`config.mk`:
```
export PLATFORM = sky130hd
export DESIGN_NAME = eic_bank
export DESIGN_NICKNAME = d
export VERILOG_FILES = /design/src/design/eic_pkg.sv /design/src/design/eic_bank.sv /design/src/design/eic_sticky.sv
export VERILOG_INCLUDE_DIRS = /design/src /design/src/design
export SDC_FILE = /design/constraint.sdc
export NUM_CORES = 1
export LEC_CHECK = 0
export ABC_AREA = 1
export BUFFER_PORTS_ARGS = -buffer_cell sky130_fd_sc_hd__buf_2
export CELL_PAD_IN_SITES_DETAIL_PLACEMENT = 1
export CELL_PAD_IN_SITES_GLOBAL_PLACEMENT = 1
export CORE_ASPECT_RATIO = 1.75
export CORE_UTILIZATION = 39
export DETAILED_ROUTE_END_ITERATION = 7
export PLACE_DENSITY = 0.92
export SYNTH_ARGS = -nofsm -noshare
export SYNTH_HDL_FRONTEND = slang
export SYNTH_SLANG_ARGS = --single-unit
```
`constraint.sdc`:
```
create_clock -name pclk -period 4.2 [get_ports pclk]
set_input_delay 1.26 -clock pclk [delete_from_list [all_inputs] [get_ports pclk]]
set_output_delay 1.26 -clock pclk [all_outputs]
set_load 0.005 [all_outputs]
```
`src/design/eic_defines.svh`:
```
// Constants for the event and interrupt configuration bank
`ifndef EIC_DEFINES_SVH
`define EIC_DEFINES_SVH
// ----------------------------------------
// Register indices (byte address = index * 4)
// ----------------------------------------
`define EIC_IDX_RX_CFG 10'h102
`define EIC_IDX_RX_ACC 10'h104
`define EIC_IDX_TX_CFG 10'h106
`define EIC_IDX_TX_CMD 10'h108
`define EIC_IDX_BUF_CFG 10'h10A
`define EIC_IDX_LINE 10'h112
`define EIC_IDX_SELF 10'h114
`define EIC_IDX_BUS 10'h116
`define EIC_IDX_TEST 10'h118
`define EIC_IDX_RX_EV 10'h124
`define EIC_IDX_TX_EV 10'h128
`define EIC_IDX_BUF_EV 10'h12C
`define EIC_IDX_MISS 10'h130
`define EIC_IDX_COLL 10'h132
// ----------------------------------------
// Register codes in bits 5:0
// ----------------------------------------
`define EIC_CODE_RX_CFG 6'h03
`define EIC_CODE_RX_ACC 6'h05
`define EIC_CODE_TX_CFG 6'h07
`define EIC_CODE_TX_CMD 6'h09
`define EIC_CODE_BUF_CFG 6'h0B
`define EIC_CODE_LINE 6'h13
`define EIC_CODE_SELF 6'h15
`define EIC_CODE_BUS 6'h17
`define EIC_CODE_TEST 6'h19
`define EIC_CODE_RX_EV 6'h04
`define EIC_CODE_TX_EV 6'h08
`define EIC_CODE_BUF_EV 6'h0C
`define EIC_CODE_MISS 6'h10
`define EIC_CODE_COLL 6'h12
// ----------------------------------------
// Bit positions (shared by enable, accept and event words)
// ----------------------------------------
`define EIC_B_ONESHOT 6
`define EIC_RX_LONG 14
`define EIC_RX_SHORT 13
`define EIC_RX_CRC 12
`define EIC_RX_BCAST 11
`define EIC_RX_INDIV 10
`define EIC_RX_MCAST 9
`define EIC_RX_OK 8
`define EIC_RX_PROM 7
`define EIC_RX_HASH 6
`define EIC_TX_EXCESS 15
`define EIC_TX_ANY 11
`define EIC_TX_JAB 10
`define EIC_TX_OOW 9
`define EIC_TX_OK 8
`define EIC_TX_SQE 7
`define EIC_TX_LOSS 6
`define EIC_TX_NCOL_LSB 11
`define EIC_NCOL_W 4
`define EIC_NCOL_MAX 4'hF
`define EIC_BF_DEST 15
`define EIC_BF_MISSOVF 13
`define EIC_BF_COLOVF 12
`define EIC_BF_R128 11
`define EIC_BF_MISS 10
`define EIC_BF_UNDER 9
`define EIC_BF_RDY 8
`define EIC_BF_DMA 7
`define EIC_BF_SWI 6
`define EIC_CNT_LSB 6
`define EIC_CNT_W 10
`define EIC_CNT_OVF 10'h1FF
`define EIC_OVF_MISS 0
`define EIC_OVF_COLL 1
// ----------------------------------------
// Masks and reset values
// ----------------------------------------
`define EIC_RX_IE_MASK 16'h7100
`define EIC_TX_IE_MASK 16'h87C0
`define EIC_BUF_IE_MASK 16'h8FC0
`define EIC_WM_RX_CFG 16'h7F80
`define EIC_WM_RX_ACC 16'h7FC0
`define EIC_WM_TX_CFG 16'h8FC0
`define EIC_WM_BUF_CFG 16'hBF80
`define EIC_WM_PLAIN 16'hFFC0
`define EIC_WM_ONESHOT 16'hFF80
`define EIC_RST_CFG 16'h0000
`endif

```
`src/design/eic_pkg.sv`:
```
// Types carried between the bank and the MAC datapath
package eic_pkg;
  // ----------------------------------------
  // Receive frame status at end of frame
  // ----------------------------------------
  typedef struct packed {
    logic extra;
    logic runt;
    logic crc_err;
    logic ok;
  } eic_rx_status_t;
  // ----------------------------------------
  // Destination address class of the frame
  // ----------------------------------------
  typedef struct packed {
    logic bcast;
    logic indiv;
    logic mcast;
    logic hash;
  } eic_rx_addr_t;
  // ----------------------------------------
  // Transmit completion status
  // ----------------------------------------
  typedef struct packed {
    logic excess;
    logic jabber;
    logic oow;
    logic ok;
    logic sqe;
    logic loss_crs;
  } eic_tx_status_t;
  // ----------------------------------------
  // Buffer event pulses
  // ----------------------------------------
  typedef struct packed {
    logic rx_dest;
    logic rx128;
    logic underrun;
    logic rdy4tx;
    logic dma_frame;
  } eic_buf_ev_t;
endpackage

```
`src/design/eic_bank.sv`:
```
// Event flags, interrupt enables and configuration bank on APB
//
// Overview of operation
// RULE_01: Enabled event raises interrupt request
// RULE_02: Enables live in three config registers
// RULE_03: Events in three registers, two counters
// RULE_04: Flags set regardless of enable
// RULE_05: Reading event register clears it
// RULE_06: One enable per event, incl. overflows; the software interrupt flag has no stored enable and never raises irq
// RULE_07: Accept register holds nine accept bits
// RULE_08: Accepted means frame data stored
// RULE_09: Accept and enable bits independent
// RULE_10: Enabled but unaccepted: interrupt, drop, zero length
// RULE_11: Five accept bits filter destination address
// RULE_12: One-shot bits act once, read zero
// RULE_13: Bits 5:0 carry register code
// RULE_14: Ten-bit counters clear on read
// RULE_15: Interrupt is OR of enabled pending
// RULE_16: Host reads events to drop interrupt
//
// Added by the designer: the APB slave port.
`timescale 1ns/10ps
`include "eic_defines.svh"
module eic_bank (
  // Clock and reset
  input wire logic pclk,
  input wire logic presetn,
  // APB slave
  input wire logic psel,
  input wire logic penable,
  input wire logic pwrite,
  input wire logic [11:0] paddr,
  input wire logic [31:0] pwdata,
  output logic [31:0] prdata,
  output logic pready,
  output logic pslverr,
  // Receive side
  input wire logic rx_done,
  input wire eic_pkg::eic_rx_status_t rx_status,
  input wire eic_pkg::eic_rx_addr_t rx_addr,
  input wire logic [15:0] rx_len,
  input wire logic rx_missed,
  output logic rx_keep,
  output logic rx_drop,
  output logic [15:0] rx_len_out,
  // Transmit side
  input wire logic tx_done,
  input wire eic_pkg::eic_tx_status_t tx_status,
  input wire logic tx_coll,
  input wire logic [9:0] tx_cmd_bits,
  // Buffer events
  input wire eic_pkg::eic_buf_ev_t buf_ev,
  // Control outputs
  output logic irq,
  output logic soft_reset,
  output logic rx_dma_restart,
  output logic [15:0] rx_config,
  output logic [15:0] line_control,
  output logic [15:0] self_control,
  output logic [15:0] host_bus_control,
  output logic [15:0] test_control
);
  import eic_pkg::*;
  // ----------------------------------------
  // APB decode
  // ----------------------------------------
  logic pready_q;
  logic pslverr_q;
  logic [31:0] prdata_q;
  wire apb_setup = psel & ~penable;
  wire apb_done = psel & penable & pready_q;
  wire wr_done = apb_done & pwrite;
  wire rd_done = apb_done & ~pwrite;
  wire [9:0] idx = paddr[11:2];
  wire aligned = (paddr[1:0] == 2'h0);
  wire hit_rx_config = aligned & (idx == `EIC_IDX_RX_CFG);
  wire hit_rxacc = aligned & (idx == `EIC_IDX_RX_ACC);
  wire hit_tx_config = aligned & (idx == `EIC_IDX_TX_CFG);
  wire hit_tx_command_view = aligned & (idx == `EIC_IDX_TX_CMD);
  wire hit_buffer_config = aligned & (idx == `EIC_IDX_BUF_CFG);
  wire hit_line = aligned & (idx == `EIC_IDX_LINE);
  wire hit_self = aligned & (idx == `EIC_IDX_SELF);
  wire hit_bus = aligned & (idx == `EIC_IDX_BUS);
  wire hit_test = aligned & (idx == `EIC_IDX_TEST);
  wire hit_rxev = aligned & (idx == `EIC_IDX_RX_EV);
  wire hit_txev = aligned & (idx == `EIC_IDX_TX_EV);
  wire hit_bufev = aligned & (idx == `EIC_IDX_BUF_EV);
  wire hit_miss = aligned & (idx == `EIC_IDX_MISS);
  wire hit_coll = aligned & (idx == `EIC_IDX_COLL);
  wire mapped = hit_rx_config | hit_rxacc | hit_tx_config | hit_tx_command_view | hit_buffer_config |
                hit_line | hit_self | hit_bus | hit_test | hit_rxev |
                hit_txev | hit_bufev | hit_miss | hit_coll;
  wire [15:0] wdata = pwdata[15:0];
  wire wr_oneshot = wdata[`EIC_B_ONESHOT];
  // ----------------------------------------
  // Configuration registers
  // ----------------------------------------
  logic [15:0] rx_config_q;
  logic [15:0] rx_accept_control_q;
  logic [15:0] tx_config_q;
  logic [15:0] buffer_config_q;
  logic [15:0] line_control_q;
  logic [15:0] self_control_q;
  logic [15:0] host_bus_control_q;
  logic [15:0] test_control_q;
  // One-shot bits are never stored, so they read back as zero
  always_ff @(posedge pclk or negedge presetn) begin
    if (!presetn) begin
      rx_config_q <= `EIC_RST_CFG;
      rx_accept_control_q <= `EIC_RST_CFG;
      tx_config_q <= `EIC_RST_CFG;
      buffer_config_q <= `EIC_RST_CFG;
      line_control_q <= `EIC_RST_CFG;
      self_control_q <= `EIC_RST_CFG;
      host_bus_control_q <= `EIC_RST_CFG;
      test_control_q <= `EIC_RST_CFG;
    end else if (wr_done) begin
      if (hit_rx_config) rx_config_q <= wdata & `EIC_WM_RX_CFG; // [RULE_02] [RULE_12]
      if (hit_rxacc) rx_accept_control_q <= wdata & `EIC_WM_RX_ACC; // [RULE_07]
      if (hit_tx_config) tx_config_q <= wdata & `EIC_WM_TX_CFG; // [RULE_02]
      if (hit_buffer_config) buffer_config_q <= wdata & `EIC_WM_BUF_CFG; // [RULE_02] [RULE_12]
      if (hit_line) line_control_q <= wdata & `EIC_WM_PLAIN;
      if (hit_self) self_control_q <= wdata & `EIC_WM_ONESHOT; // [RULE_12]
      if (hit_bus) host_bus_control_q <= wdata & `EIC_WM_ONESHOT; // [RULE_12]
      if (hit_test) test_control_q <= wdata & `EIC_WM_PLAIN;
    end
  end
  // ----------------------------------------
  // One-shot actions
  // ----------------------------------------
  logic soft_reset_q;
  logic rx_dma_restart_q;
  logic skip_pend_q;
  wire skip_wr = wr_done & hit_rx_config & wr_oneshot;
  wire swint_wr = wr_done & hit_buffer_config & wr_oneshot;
  always_ff @(posedge pclk or negedge presetn) begin
    if (!presetn) begin
      soft_reset_q <= 1'b0;
      rx_dma_restart_q <= 1'b0;
      skip_pend_q <= 1'b0;
    end else begin
      soft_reset_q <= wr_done & hit_self & wr_oneshot; // [RULE_12]
      rx_dma_restart_q <= wr_done & hit_bus & wr_oneshot; // [RULE_12]
      // A skip request written in the frame-end cycle applies to the next frame
      skip_pend_q <= skip_wr | (skip_pend_q & ~rx_done); // [RULE_12]
    end
  end
  // ----------------------------------------
  // Event flag sets and read clears
  // ----------------------------------------
  logic [15:0] rx_set;
  logic [15:0] tx_set;
  logic [15:0] buf_set;
  logic [1:0] ovf_set;
  logic [15:0] rx_flags;
  logic [15:0] tx_flags;
  logic [15:0] buf_flags;
  logic [1:0] ovf_flags;
  logic [`EIC_CNT_W-1:0] miss_cnt_q;
  logic [`EIC_CNT_W-1:0] coll_cnt_q;
  logic [`EIC_NCOL_W-1:0] ncol_q;
  always_comb begin
    rx_set = '0;
    tx_set = '0;
    buf_set = '0;
    ovf_set = '0;
    rx_set[`EIC_RX_LONG] = rx_done & rx_status.extra; // [RULE_04]
    rx_set[`EIC_RX_SHORT] = rx_done & rx_status.runt;
    rx_set[`EIC_RX_CRC] = rx_done & rx_status.crc_err;
    rx_set[`EIC_RX_OK] = rx_done & rx_status.ok;
    tx_set[`EIC_TX_EXCESS] = tx_done & tx_status.excess; // [RULE_04]
    tx_set[`EIC_TX_JAB] = tx_done & tx_status.jabber;
    tx_set[`EIC_TX_OOW] = tx_done & tx_status.oow;
    tx_set[`EIC_TX_OK] = tx_done & tx_status.ok;
    tx_set[`EIC_TX_SQE] = tx_done & tx_status.sqe;
    tx_set[`EIC_TX_LOSS] = tx_done & tx_status.loss_crs;
    buf_set[`EIC_BF_DEST] = buf_ev.rx_dest; // [RULE_04]
    buf_set[`EIC_BF_R128] = buf_ev.rx128;
    buf_set[`EIC_BF_MISS] = rx_missed;
    buf_set[`EIC_BF_UNDER] = buf_ev.underrun;
    buf_set[`EIC_BF_RDY] = buf_ev.rdy4tx;
    buf_set[`EIC_BF_DMA] = buf_ev.dma_frame;
    buf_set[`EIC_BF_SWI] = swint_wr;
    ovf_set[`EIC_OVF_MISS] = rx_missed & (miss_cnt_q == `EIC_CNT_OVF); // [RULE_06]
    ovf_set[`EIC_OVF_COLL] = tx_coll & (coll_cnt_q == `EIC_CNT_OVF); // [RULE_06]
  end
  // Clear only event bits that the host actually saw in the captured word; each overflow flag clears on a read of its own counter
  wire rd_rxev = rd_done & hit_rxev;
  wire rd_txev = rd_done & hit_txev;
  wire rd_bufev = rd_done & hit_bufev;
  wire rd_miss = rd_done & hit_miss;
  wire rd_coll = rd_done & hit_coll;
  wire [15:0] rx_clr = rd_rxev ? prdata_q[15:0] & `EIC_RX_IE_MASK : '0; // [RULE_05]
  wire [15:0] tx_clr = rd_txev ? prdata_q[15:0] & `EIC_TX_IE_MASK : '0; // [RULE_05]
  wire [15:0] buf_clr = rd_bufev ? prdata_q[15:0] & `EIC_BUF_IE_MASK : '0; // [RULE_05]
  wire [1:0] ovf_clr = {rd_coll, rd_miss};
  eic_sticky #(.W(16)) u_rx_flags (
    .pclk(pclk), .presetn(presetn), .set(rx_set), .clr(rx_clr), .flags(rx_flags)
  );
  eic_sticky #(.W(16)) u_tx_flags (
    .pclk(pclk), .presetn(presetn), .set(tx_set), .clr(tx_clr), .flags(tx_flags)
  );
  eic_sticky #(.W(16)) u_buf_flags (
    .pclk(pclk), .presetn(presetn), .set(buf_set), .clr(buf_clr), .flags(buf_flags)
  );
  eic_sticky #(.W(2)) u_ovf_flags (
    .pclk(pclk), .presetn(presetn), .set(ovf_set), .clr(ovf_clr), .flags(ovf_flags)
  );
  // ----------------------------------------
  // Collision count field and statistics counters
  // ----------------------------------------
  wire [`EIC_NCOL_W-1:0] ncol_seen = rd_txev ? prdata_q[`EIC_TX_NCOL_LSB +: `EIC_NCOL_W] : '0;
  wire [`EIC_CNT_W-1:0] miss_seen = rd_miss ? prdata_q[`EIC_CNT_LSB +: `EIC_CNT_W] : '0;
  wire [`EIC_CNT_W-1:0] coll_seen = rd_coll ? prdata_q[`EIC_CNT_LSB +: `EIC_CNT_W] : '0;
  wire [`EIC_NCOL_W-1:0] ncol_left = ncol_q - ncol_seen;
  wire ncol_inc = tx_coll & (ncol_left != `EIC_NCOL_MAX);
  // Saturating field; the counters wrap and flag overflow instead
  always_ff @(posedge pclk or negedge presetn) begin
    if (!presetn) begin
      ncol_q <= '0;
      miss_cnt_q <= '0;
      coll_cnt_q <= '0;
    end else begin
      ncol_q <= ncol_left + {{(`EIC_NCOL_W-1){1'b0}}, ncol_inc}; // [RULE_05] [RULE_06]
      miss_cnt_q <= miss_cnt_q - miss_seen + {{(`EIC_CNT_W-1){1'b0}}, rx_missed}; // [RULE_14]
      coll_cnt_q <= coll_cnt_q - coll_seen + {{(`EIC_CNT_W-1){1'b0}}, tx_coll}; // [RULE_14] [RULE_03]
    end
  end
  // ----------------------------------------
  // Interrupt request
  // ----------------------------------------
  logic irq_q;
  wire rx_pend = |(rx_flags & rx_config_q & `EIC_RX_IE_MASK); // [RULE_01]
  wire tx_pend = |(tx_flags & tx_config_q & `EIC_TX_IE_MASK); // [RULE_01]
  wire any_pend = tx_config_q[`EIC_TX_ANY] & (ncol_q != '0); // [RULE_06]
  wire buf_pend = |(buf_flags & buffer_config_q & `EIC_BUF_IE_MASK); // [RULE_01]
  wire ovf_pend = (buffer_config_q[`EIC_BF_MISSOVF] & ovf_flags[`EIC_OVF_MISS]) |
                  (buffer_config_q[`EIC_BF_COLOVF] & ovf_flags[`EIC_OVF_COLL]); // [RULE_06]
  wire irq_d = rx_pend | tx_pend | any_pend | buf_pend | ovf_pend; // [RULE_15]
  always_ff @(posedge pclk or negedge presetn) begin
    if (!presetn) begin
      irq_q <= 1'b0;
    end else begin
      irq_q <= irq_d; // [RULE_15]
    end
  end
  // ----------------------------------------
  // Receive accept decision
  // ----------------------------------------
  logic rx_keep_q;
  logic rx_drop_q;
  logic [15:0] rx_len_q;
  wire [15:0] acc = rx_accept_control_q;
  // Enables play no part here: a frame may interrupt yet be dropped
  wire class_ok = (~rx_status.extra | acc[`EIC_RX_LONG]) &
                  (~rx_status.runt | acc[`EIC_RX_SHORT]) &
                  (~rx_status.crc_err | acc[`EIC_RX_CRC]) &
                  (~rx_status.ok | acc[`EIC_RX_OK]); // [RULE_09] [RULE_10]
  wire addr_ok = acc[`EIC_RX_PROM] |
                 (rx_addr.bcast & acc[`EIC_RX_BCAST]) |
                 (rx_addr.indiv & acc[`EIC_RX_INDIV]) |
                 (rx_addr.mcast & acc[`EIC_RX_MCAST]) |
                 (rx_addr.hash & acc[`EIC_RX_HASH]); // [RULE_11]
  wire keep = class_ok & addr_ok & ~skip_pend_q; // [RULE_08]
  always_ff @(posedge pclk or negedge presetn) begin
    if (!presetn) begin
      rx_keep_q <= 1'b0;
      rx_drop_q <= 1'b0;
      rx_len_q <= '0;
    end else begin
      rx_keep_q <= rx_done & keep; // [RULE_08]
      rx_drop_q <= rx_done & ~keep; // [RULE_10]
      if (rx_done) rx_len_q <= keep ? rx_len : '0; // [RULE_10]
    end
  end
  // ----------------------------------------
  // Read data and APB answer
  // ----------------------------------------
  logic [15:0] rd_word;
  always_comb begin
    if (hit_rx_config) rd_word = {rx_config_q[15:6], `EIC_CODE_RX_CFG}; // [RULE_13]
    else if (hit_rxacc) rd_word = {acc[15:6], `EIC_CODE_RX_ACC};
    else if (hit_tx_config) rd_word = {tx_config_q[15:6], `EIC_CODE_TX_CFG};
    else if (hit_tx_command_view) rd_word = {tx_cmd_bits, `EIC_CODE_TX_CMD};
    else if (hit_buffer_config) rd_word = {buffer_config_q[15:6], `EIC_CODE_BUF_CFG};
    else if (hit_line) rd_word = {line_control_q[15:6], `EIC_CODE_LINE};
    else if (hit_self) rd_word = {self_control_q[15:6], `EIC_CODE_SELF};
    else if (hit_bus) rd_word = {host_bus_control_q[15:6], `EIC_CODE_BUS};
    else if (hit_test) rd_word = {test_control_q[15:6], `EIC_CODE_TEST};
    else if (hit_rxev) rd_word = {rx_flags[15:6], `EIC_CODE_RX_EV}; // [RULE_03]
    else if (hit_txev) rd_word = {tx_flags[15], ncol_q, tx_flags[10:6], `EIC_CODE_TX_EV};
    else if (hit_bufev) rd_word = {buf_flags[15:6], `EIC_CODE_BUF_EV};
    else if (hit_miss) rd_word = {miss_cnt_q, `EIC_CODE_MISS}; // [RULE_14]
    else if (hit_coll) rd_word = {coll_cnt_q, `EIC_CODE_COLL};
    else rd_word = '0;
  end
  // Word is captured at setup; read clears act on that snapshot
  always_ff @(posedge pclk or negedge presetn) begin
    if (!presetn) begin
      pready_q <= 1'b0;
      pslverr_q <= 1'b0;
      prdata_q <= '0;
    end else begin
      pready_q <= apb_setup;
      pslverr_q <= apb_setup & ~mapped;
      if (apb_setup & ~pwrite) prdata_q <= {16'h0000, rd_word};
    end
  end
  // ----------------------------------------
  // Outputs
  // ----------------------------------------
  assign prdata = prdata_q;
  assign pready = pready_q;
  assign pslverr = pslverr_q;
  assign irq = irq_q;
  assign rx_keep = rx_keep_q;
  assign rx_drop = rx_drop_q;
  assign rx_len_out = rx_len_q;
  assign soft_reset = soft_reset_q;
  assign rx_dma_restart = rx_dma_restart_q;
  assign rx_config = rx_config_q;
  assign line_control = line_control_q;
  assign self_control = self_control_q;
  assign host_bus_control = host_bus_control_q;
  assign test_control = test_control_q;
endmodule

```
`src/design/eic_sticky.sv`:
```
// Sticky flag vector: set wins over clear
`timescale 1ns/10ps
module eic_sticky #(
  parameter int W = 16
) (
  // Clock and reset
  input wire logic pclk,
  input wire logic presetn,
  // Flag control
  input wire logic [W-1:0] set,
  input wire logic [W-1:0] clr,
  output logic [W-1:0] flags
);
  logic [W-1:0] flags_q;
  logic [W-1:0] flags_d;
  assign flags_d = set | (flags_q & ~clr);
  always_ff @(posedge pclk or negedge presetn) begin
    if (!presetn) begin
      flags_q <= '0;
    end else begin
      flags_q <= flags_d;
    end
  end
  assign flags = flags_q;
endmodule

```
# Word-level counts from Yosys, hierarchy flattened
# Index checks and enable logic that the tools add are counted.
dict set report classes {
  addsub 6
  eq_ne 17
  muxes 21
  bitwise_logic 114
  n_reduce_logical 13
}
# operator n
set ops {}
lappend ops {{16-bit 2-to-1 mux} 17}
lappend ops {{10-bit by 9-bit equality test with 1-bit output (second input constant)} 16}
lappend ops {{16-bit AND} 5}
lappend ops {{1-bit AND} 62}
lappend ops {{16-bit NOT} 2}
lappend ops {{16-bit bitwise OR} 2}
lappend ops {{1-bit bitwise OR} 27}
lappend ops {{10-bit by 1-bit adder with 10-bit output} 2}
lappend ops {{10-bit 2-to-1 mux} 2}
lappend ops {{10-bit subtractor} 2}
lappend ops {{15-bit NOT with 16-bit output} 1}
lappend ops {{15-bit by 16-bit bitwise OR with 16-bit output} 1}
lappend ops {{2-bit AND reduction} 8}
lappend ops {{15-bit AND} 1}
lappend ops {{15-bit 2-to-1 mux} 1}
lappend ops {{1-bit NOT} 10}
lappend ops {{7-bit OR reduction} 1}
lappend ops {{6-bit OR reduction} 1}
lappend ops {{4-bit by 1-bit adder with 4-bit output} 1}
lappend ops {{4-bit 2-to-1 mux} 1}
lappend ops {{4-bit != test (second input constant)} 1}
lappend ops {{4-bit nonzero test} 1}
lappend ops {{4-bit OR reduction} 1}
lappend ops {{4-bit subtractor} 1}
lappend ops {{4 further kinds} 4}
dict set report totals {
  ff_bits 184
  input_bits 98
  output_inout_bits 135
  word_cells 196
}

# Logic depth before layout (Yosys ltp)
dict set report logic_depth {
  depth_word 17
  mapped_depth 19
  depth_no_buf 19
}

# Hierarchy
# From an unflattened synthesis, not the netlist that was laid out.
dict set report unflattened {
  hier_cells 1306
  hier_area_um2 10301.1
}
# mod instances cells_per_inst area_each_um2
set by_module_without_submodules {}
lappend by_module_without_submodules {eic_bank 1 1056 8299.2}
lappend by_module_without_submodules {{eic_sticky at u_buf_flags ...} 3 80 640.6}
lappend by_module_without_submodules {{eic_sticky at u_ovf_flags} 1 10 80.1}

# Worst setup path before layout
# No wires, ideal clock.
dict set report synth_timing {
  path_type {input port to flip-flop}
  startpoint {input paddr[6]}
  endpoint {register ncol_q[3]}
  t_arrival_ns 3.762
  required_ns 4.075
  path_slack_ns 0.313
  stages 17
  path_cell_list {inv_1 nand2_1 nor2_1 nand3_1 nor2_1 inv_1 nor2_1 ha_1 inv_1 fa_1 or2_2 nand2_1 nor3b_1 a21boi_0 ha_1 nand4_1 xnor2_1}
}
dict set report synth_via {
  elab_chain_cells 8
}
# item line_no
set synth_lines {}
lappend synth_lines {{from (decl)} eic_bank.sv:32} ;# input wire logic [11:0] paddr,
lappend synth_lines {{10-bit by 9-bit equality test with 1-bit output (no source line) *} n/a}
lappend synth_lines {{1-bit AND *} eic_bank.sv:86} ;# wire hit_txev = aligned & (idx == `EIC_IDX_TX_EV);
lappend synth_lines {{1-bit AND *} eic_bank.sv:189} ;# wire rd_txev = rd_done & hit_txev;
lappend synth_lines {{4-bit 2-to-1 mux *} eic_bank.sv:212} ;# wire [`EIC_NCOL_W-1:0] ncol_seen = rd_txev ? prdata_q[`EIC_TX_NCOL_LSB +: `EIC_NCOL_W] : '0;
lappend synth_lines {{4-bit subtractor *} eic_bank.sv:215} ;# wire [`EIC_NCOL_W-1:0] ncol_left = ncol_q - ncol_seen;
lappend synth_lines {{4-bit != test (no source line)} n/a}
lappend synth_lines {{1-bit AND} eic_bank.sv:216} ;# wire ncol_inc = tx_coll & (ncol_left != `EIC_NCOL_MAX);
lappend synth_lines {{4-bit by 1-bit adder with 4-bit output *} eic_bank.sv:224} ;# ncol_q <= ncol_left + {{(`EIC_NCOL_W-1){1'b0}}, ncol_inc};
lappend synth_lines {{to (signal assigned)} eic_bank.sv:224}
lappend synth_lines {{to (decl)} eic_bank.sv:161} ;# logic [`EIC_NCOL_W-1:0] ncol_q;
# Mark *: on every way between the ends. The rest lies on a longest branch, timed or not.
# A chain may end at the register's enable or synchronous reset.

# Worst setup path in the final report
dict set report layout_timing {
  startpoint {input penable}
  endpoint {register ncol_q[3]}
}
dict set report layout_via {
  elab_chain_cells 9
}
# item line_no
set layout_lines {}
lappend layout_lines {{from (decl)} eic_bank.sv:30} ;# input wire logic penable,
lappend layout_lines {{1-bit AND * (2 in series)} eic_bank.sv:71} ;# wire apb_done = psel & penable & pready_q;
lappend layout_lines {{1-bit AND *} eic_bank.sv:73} ;# wire rd_done = apb_done & ~pwrite;
lappend layout_lines {{1-bit AND *} eic_bank.sv:189}
lappend layout_lines {{4-bit 2-to-1 mux *} eic_bank.sv:212}
lappend layout_lines {{4-bit subtractor *} eic_bank.sv:215}
lappend layout_lines {{4-bit != test (no source line)} n/a}
lappend layout_lines {{1-bit AND} eic_bank.sv:216}
lappend layout_lines {{4-bit by 1-bit adder with 4-bit output *} eic_bank.sv:224}
# Marks and branches as above.

==> reports/qor.yml <==
synthFlopType: "dfrtp_1"
die_h_um: 198
p_switching_mw: 1.72
rsz0062_at_grt: "no"
layout-drive-gt1-share_pct: 21.5
gp_congestion: 1.00
antenna_found_initial: 0
min-delay-start: "buffer_config_q[7]"
grt_pass1_wl_mm: 50.6
post_cts_buffers: 0
maxCapViolCount: 0
clk_latency_ns: 0.43
ff2ff_setup_slack_ns: 0.87
tightest_slew_ns: 0.796
crit_path_end_kind: "flip-flop"
cts_tree: "done"
fin_util_pct: 48.0
yosysMostFrequentCell: "nand2_1"
cts.hold.buffers_added: 0
hp-class: "reg2reg"
clock-sinks: 152
synth_top_family_by_area: "simple AND/OR/NAND/NOR gates"
p_int_mw: 3.21
grt_pass1_vias: 9210
cts_max_level: 4
whs_path_depth: 2
start_util_pct: 39.8
overflow: 0
setup_viol: 0
finalMaxSlewViolations: 0
synth_area_leader_cell: "dfrtp_1"
fin_worst_skew_ns: 0.00803
timing.fmax_mhz: 257
synth_common_cells: "nand2_1, dfrtp_1, o21ai_0, nor2_1, inv_1"
antenna_cells: 0
crit_type: "in2reg"
synth_area_um2: 8560
drtIter0Drc: 597
period_needed_ns: 3.90
synth_area_leaders: "dfrtp_1, nand2_1, ha_1"
cp_max_fo: 6
synthSimpleGateAreaFrac_pct: 21.9
drc: 0
synthCells: 1041
viasPerCell: 5.47
critPathRequiredTime_ns: 4.51
synth_fa_ha_area_share_pct: 6.70
place_inst: 1511
p_comb_share_pct: 33.5
cts_root_buf: "clkbuf_16"
muxShareOfSynthArea_pct: 0
num_io_pins: 233
area_growth_pct: 20.5
hold_viol: 0
clkPwrFrac_pct: 30.4
synth-edff-count: 0
crit_start: "penable"
leakage_nw: 5.37
cellPowerDensity_nw_per_um2: 478
synth_top_area_share_pct: 44.4
cts_resized: 0
reg2reg_depth: 16
min_to: "buffer_config_q[7]"
r2r-start: "pready"
async_flop_share_pct: 100
portBuffers: 159
core_area_um2: 21500
final_cell_count_no_fill: 1543
die_x_um: 114
critPathArrivalTime_ns: 4.21
core.rowCount: 71
ys_warn_count: 0
drt_wl_total_mm: 32.9
synthXorXnorAreaFrac_pct: 2.46
final_design_area_no_fill_um2: 10300
finalCritPeriodShare_pct: 92.8
grt_usage_pct: 30.4
place_area_um2: 9740
wl_per_cell_um: 21.3
clockBufferDepth: 2
synth_compound_area_share_pct: 14.8
numCtsBuffers: 17
max_slew_margin_pct: 46.9
ys_seq_elements: 152
cts.reportedPaths.clkPinSlew_ns: 0.06
critPathLaunchType: "primary input"
dp_hpwl_mm: 25.6
seqPwrFrac_pct: 36.0
antenna_left: 0
swShare_pct: 35.0
ys_types: 50
outcome: "completed"
grt_max_degree: 85
layout.nets: 1380
avgSynthCellArea_um2: 8.22
die_area_um2: 22600
ir_worst_vdd_v: 0.000246
drt_first_pass_iters: 5
vias: 8444
r2r_end: "ncol_q[3]"
finalPower_mw: 4.93
yosysSeqAreaShare_pct: 44.4
==> metrics by stage <==
stage | TNS, ns | hold WS (ns) | setup WS (ns)
floorplan | 0 | 0.453 | 0.313
global placement | 0 | 0.466 | 0.0621
detailed placement | -0.431 | 0.485 | -0.118
CTS | 0 | 0.501 | 0.318
global route | 0 | 0.523 | 0.0333
finish | 0 | 0.501 | 0.303
==> metal layers <==
metal | share of wire (%) | wire, um | global-route usage, % | vias to the layer above
met4 | 9.4 | 3110 | 27.1 | 0
met1 | 33 | 10900 | 30.0 | 4129
met5 | 0 | 0 | 0 | -
met2 | 52 | 17100 | 53.8 | 403
met3 | 5.4 | 1760 | 5.14 | 173
li1 | - | - | - | 3739
==> cell families (layout without fill, tap and decap cells) <==
group / Yosys count / in the layout
adder cells (fa/ha/maj): 44 / 44
AND/OR/NAND/NOR: 444 / 444
XOR/XNOR: 24 / 24
flip-flops: 152 / 152
other: 1 / 51
AO/OA/AOI/OAI: 215 / 215
buffers and inverters: 161 / 321
==> cell type report <==
class	instances	area, um^2
Sequential cell	152	3800
Multi-Input combinational cell	778	4120
Timing Repair Buffer	199	1110
Fill cell	2752	11200
Clock inverter	15	143
Clock buffer	17	425
Tap cell	292	365
Inverter	90	340
==> how the worst max path moves through the flow <==
stage	cells after the start	endpoint	slack [ns]
floorplan	17	ncol_q[3]	0.31
global placement	17	coll_cnt_q[8]	0.06
detailed placement	17	ncol_q[3]	-0.12
finish	17	ncol_q[3]	0.30
global route	17	ncol_q[3]	0.03
CTS	17	ncol_q[3]	0.32
==> sequential cells by signal, indices dropped and copies added (netlist names), 2 cells and up <==
name and flops:
test_control 10, miss_cnt_q 10, u_tx_flags.flags 6, host_bus_control 9
ncol_q 4, coll_cnt_q 10, line_control 10, prdata 15
u_rx_flags.flags 4, u_buf_flags.flags 7, tx_config_q 7, rx_config 8
self_control 9, u_ovf_flags.flags 2, buffer_config_q 8, rx_len_out 16
acc 9
==> layout by cell type, fill, tap and decap left out, types with 13 or more instances in the layout <==
master	synthesis	routed
buf_2	4	158
a21oi_1	47	47
nor2_1	92	92
ha_1	41	41
a22o_1	18	18
nand2_1	260	260
dfrtp_1	152	152
buf_4	52	39
o21ai_0	101	101
clkbuf_16	0	17
xor2_1	13	13
nand3_1	46	46
inv_1	76	76
conb_1	1	51
==> worst max-delay path, cell delays in order <==
cell and delay, ns:
buf_2 0.09, nand3_1 0.09, nor2_1 0.26, inv_1 0.26
nor2_1 0.19, inv_1 0.08, nor2_1 0.15, ha_1 0.17
inv_1 0.06, fa_1 0.40, or2_2 0.32, nand2_1 0.11
nor3b_1 0.06, a21boi_0 0.21, ha_1 0.21, nand4_1 0.13
xnor2_1 0.15
==> power by group through the flow <==
| stage | Sequential (mW) | Combinational (mW) | Clock [mW] |
|---|---|---|---|
| after floorplan | 1.73 | 1.11 | 0 |
| after global placement | 1.79 | 1.51 | 0 |
| after detailed placement | 1.80 | 1.64 | 0 |
| after CTS | 1.77 | 1.67 | 1.51 |
| after global routing | 1.79 | 1.86 | 1.57 |
| final | 1.78 | 1.65 | 1.50 |
Power figures use the tool's default switching activity.
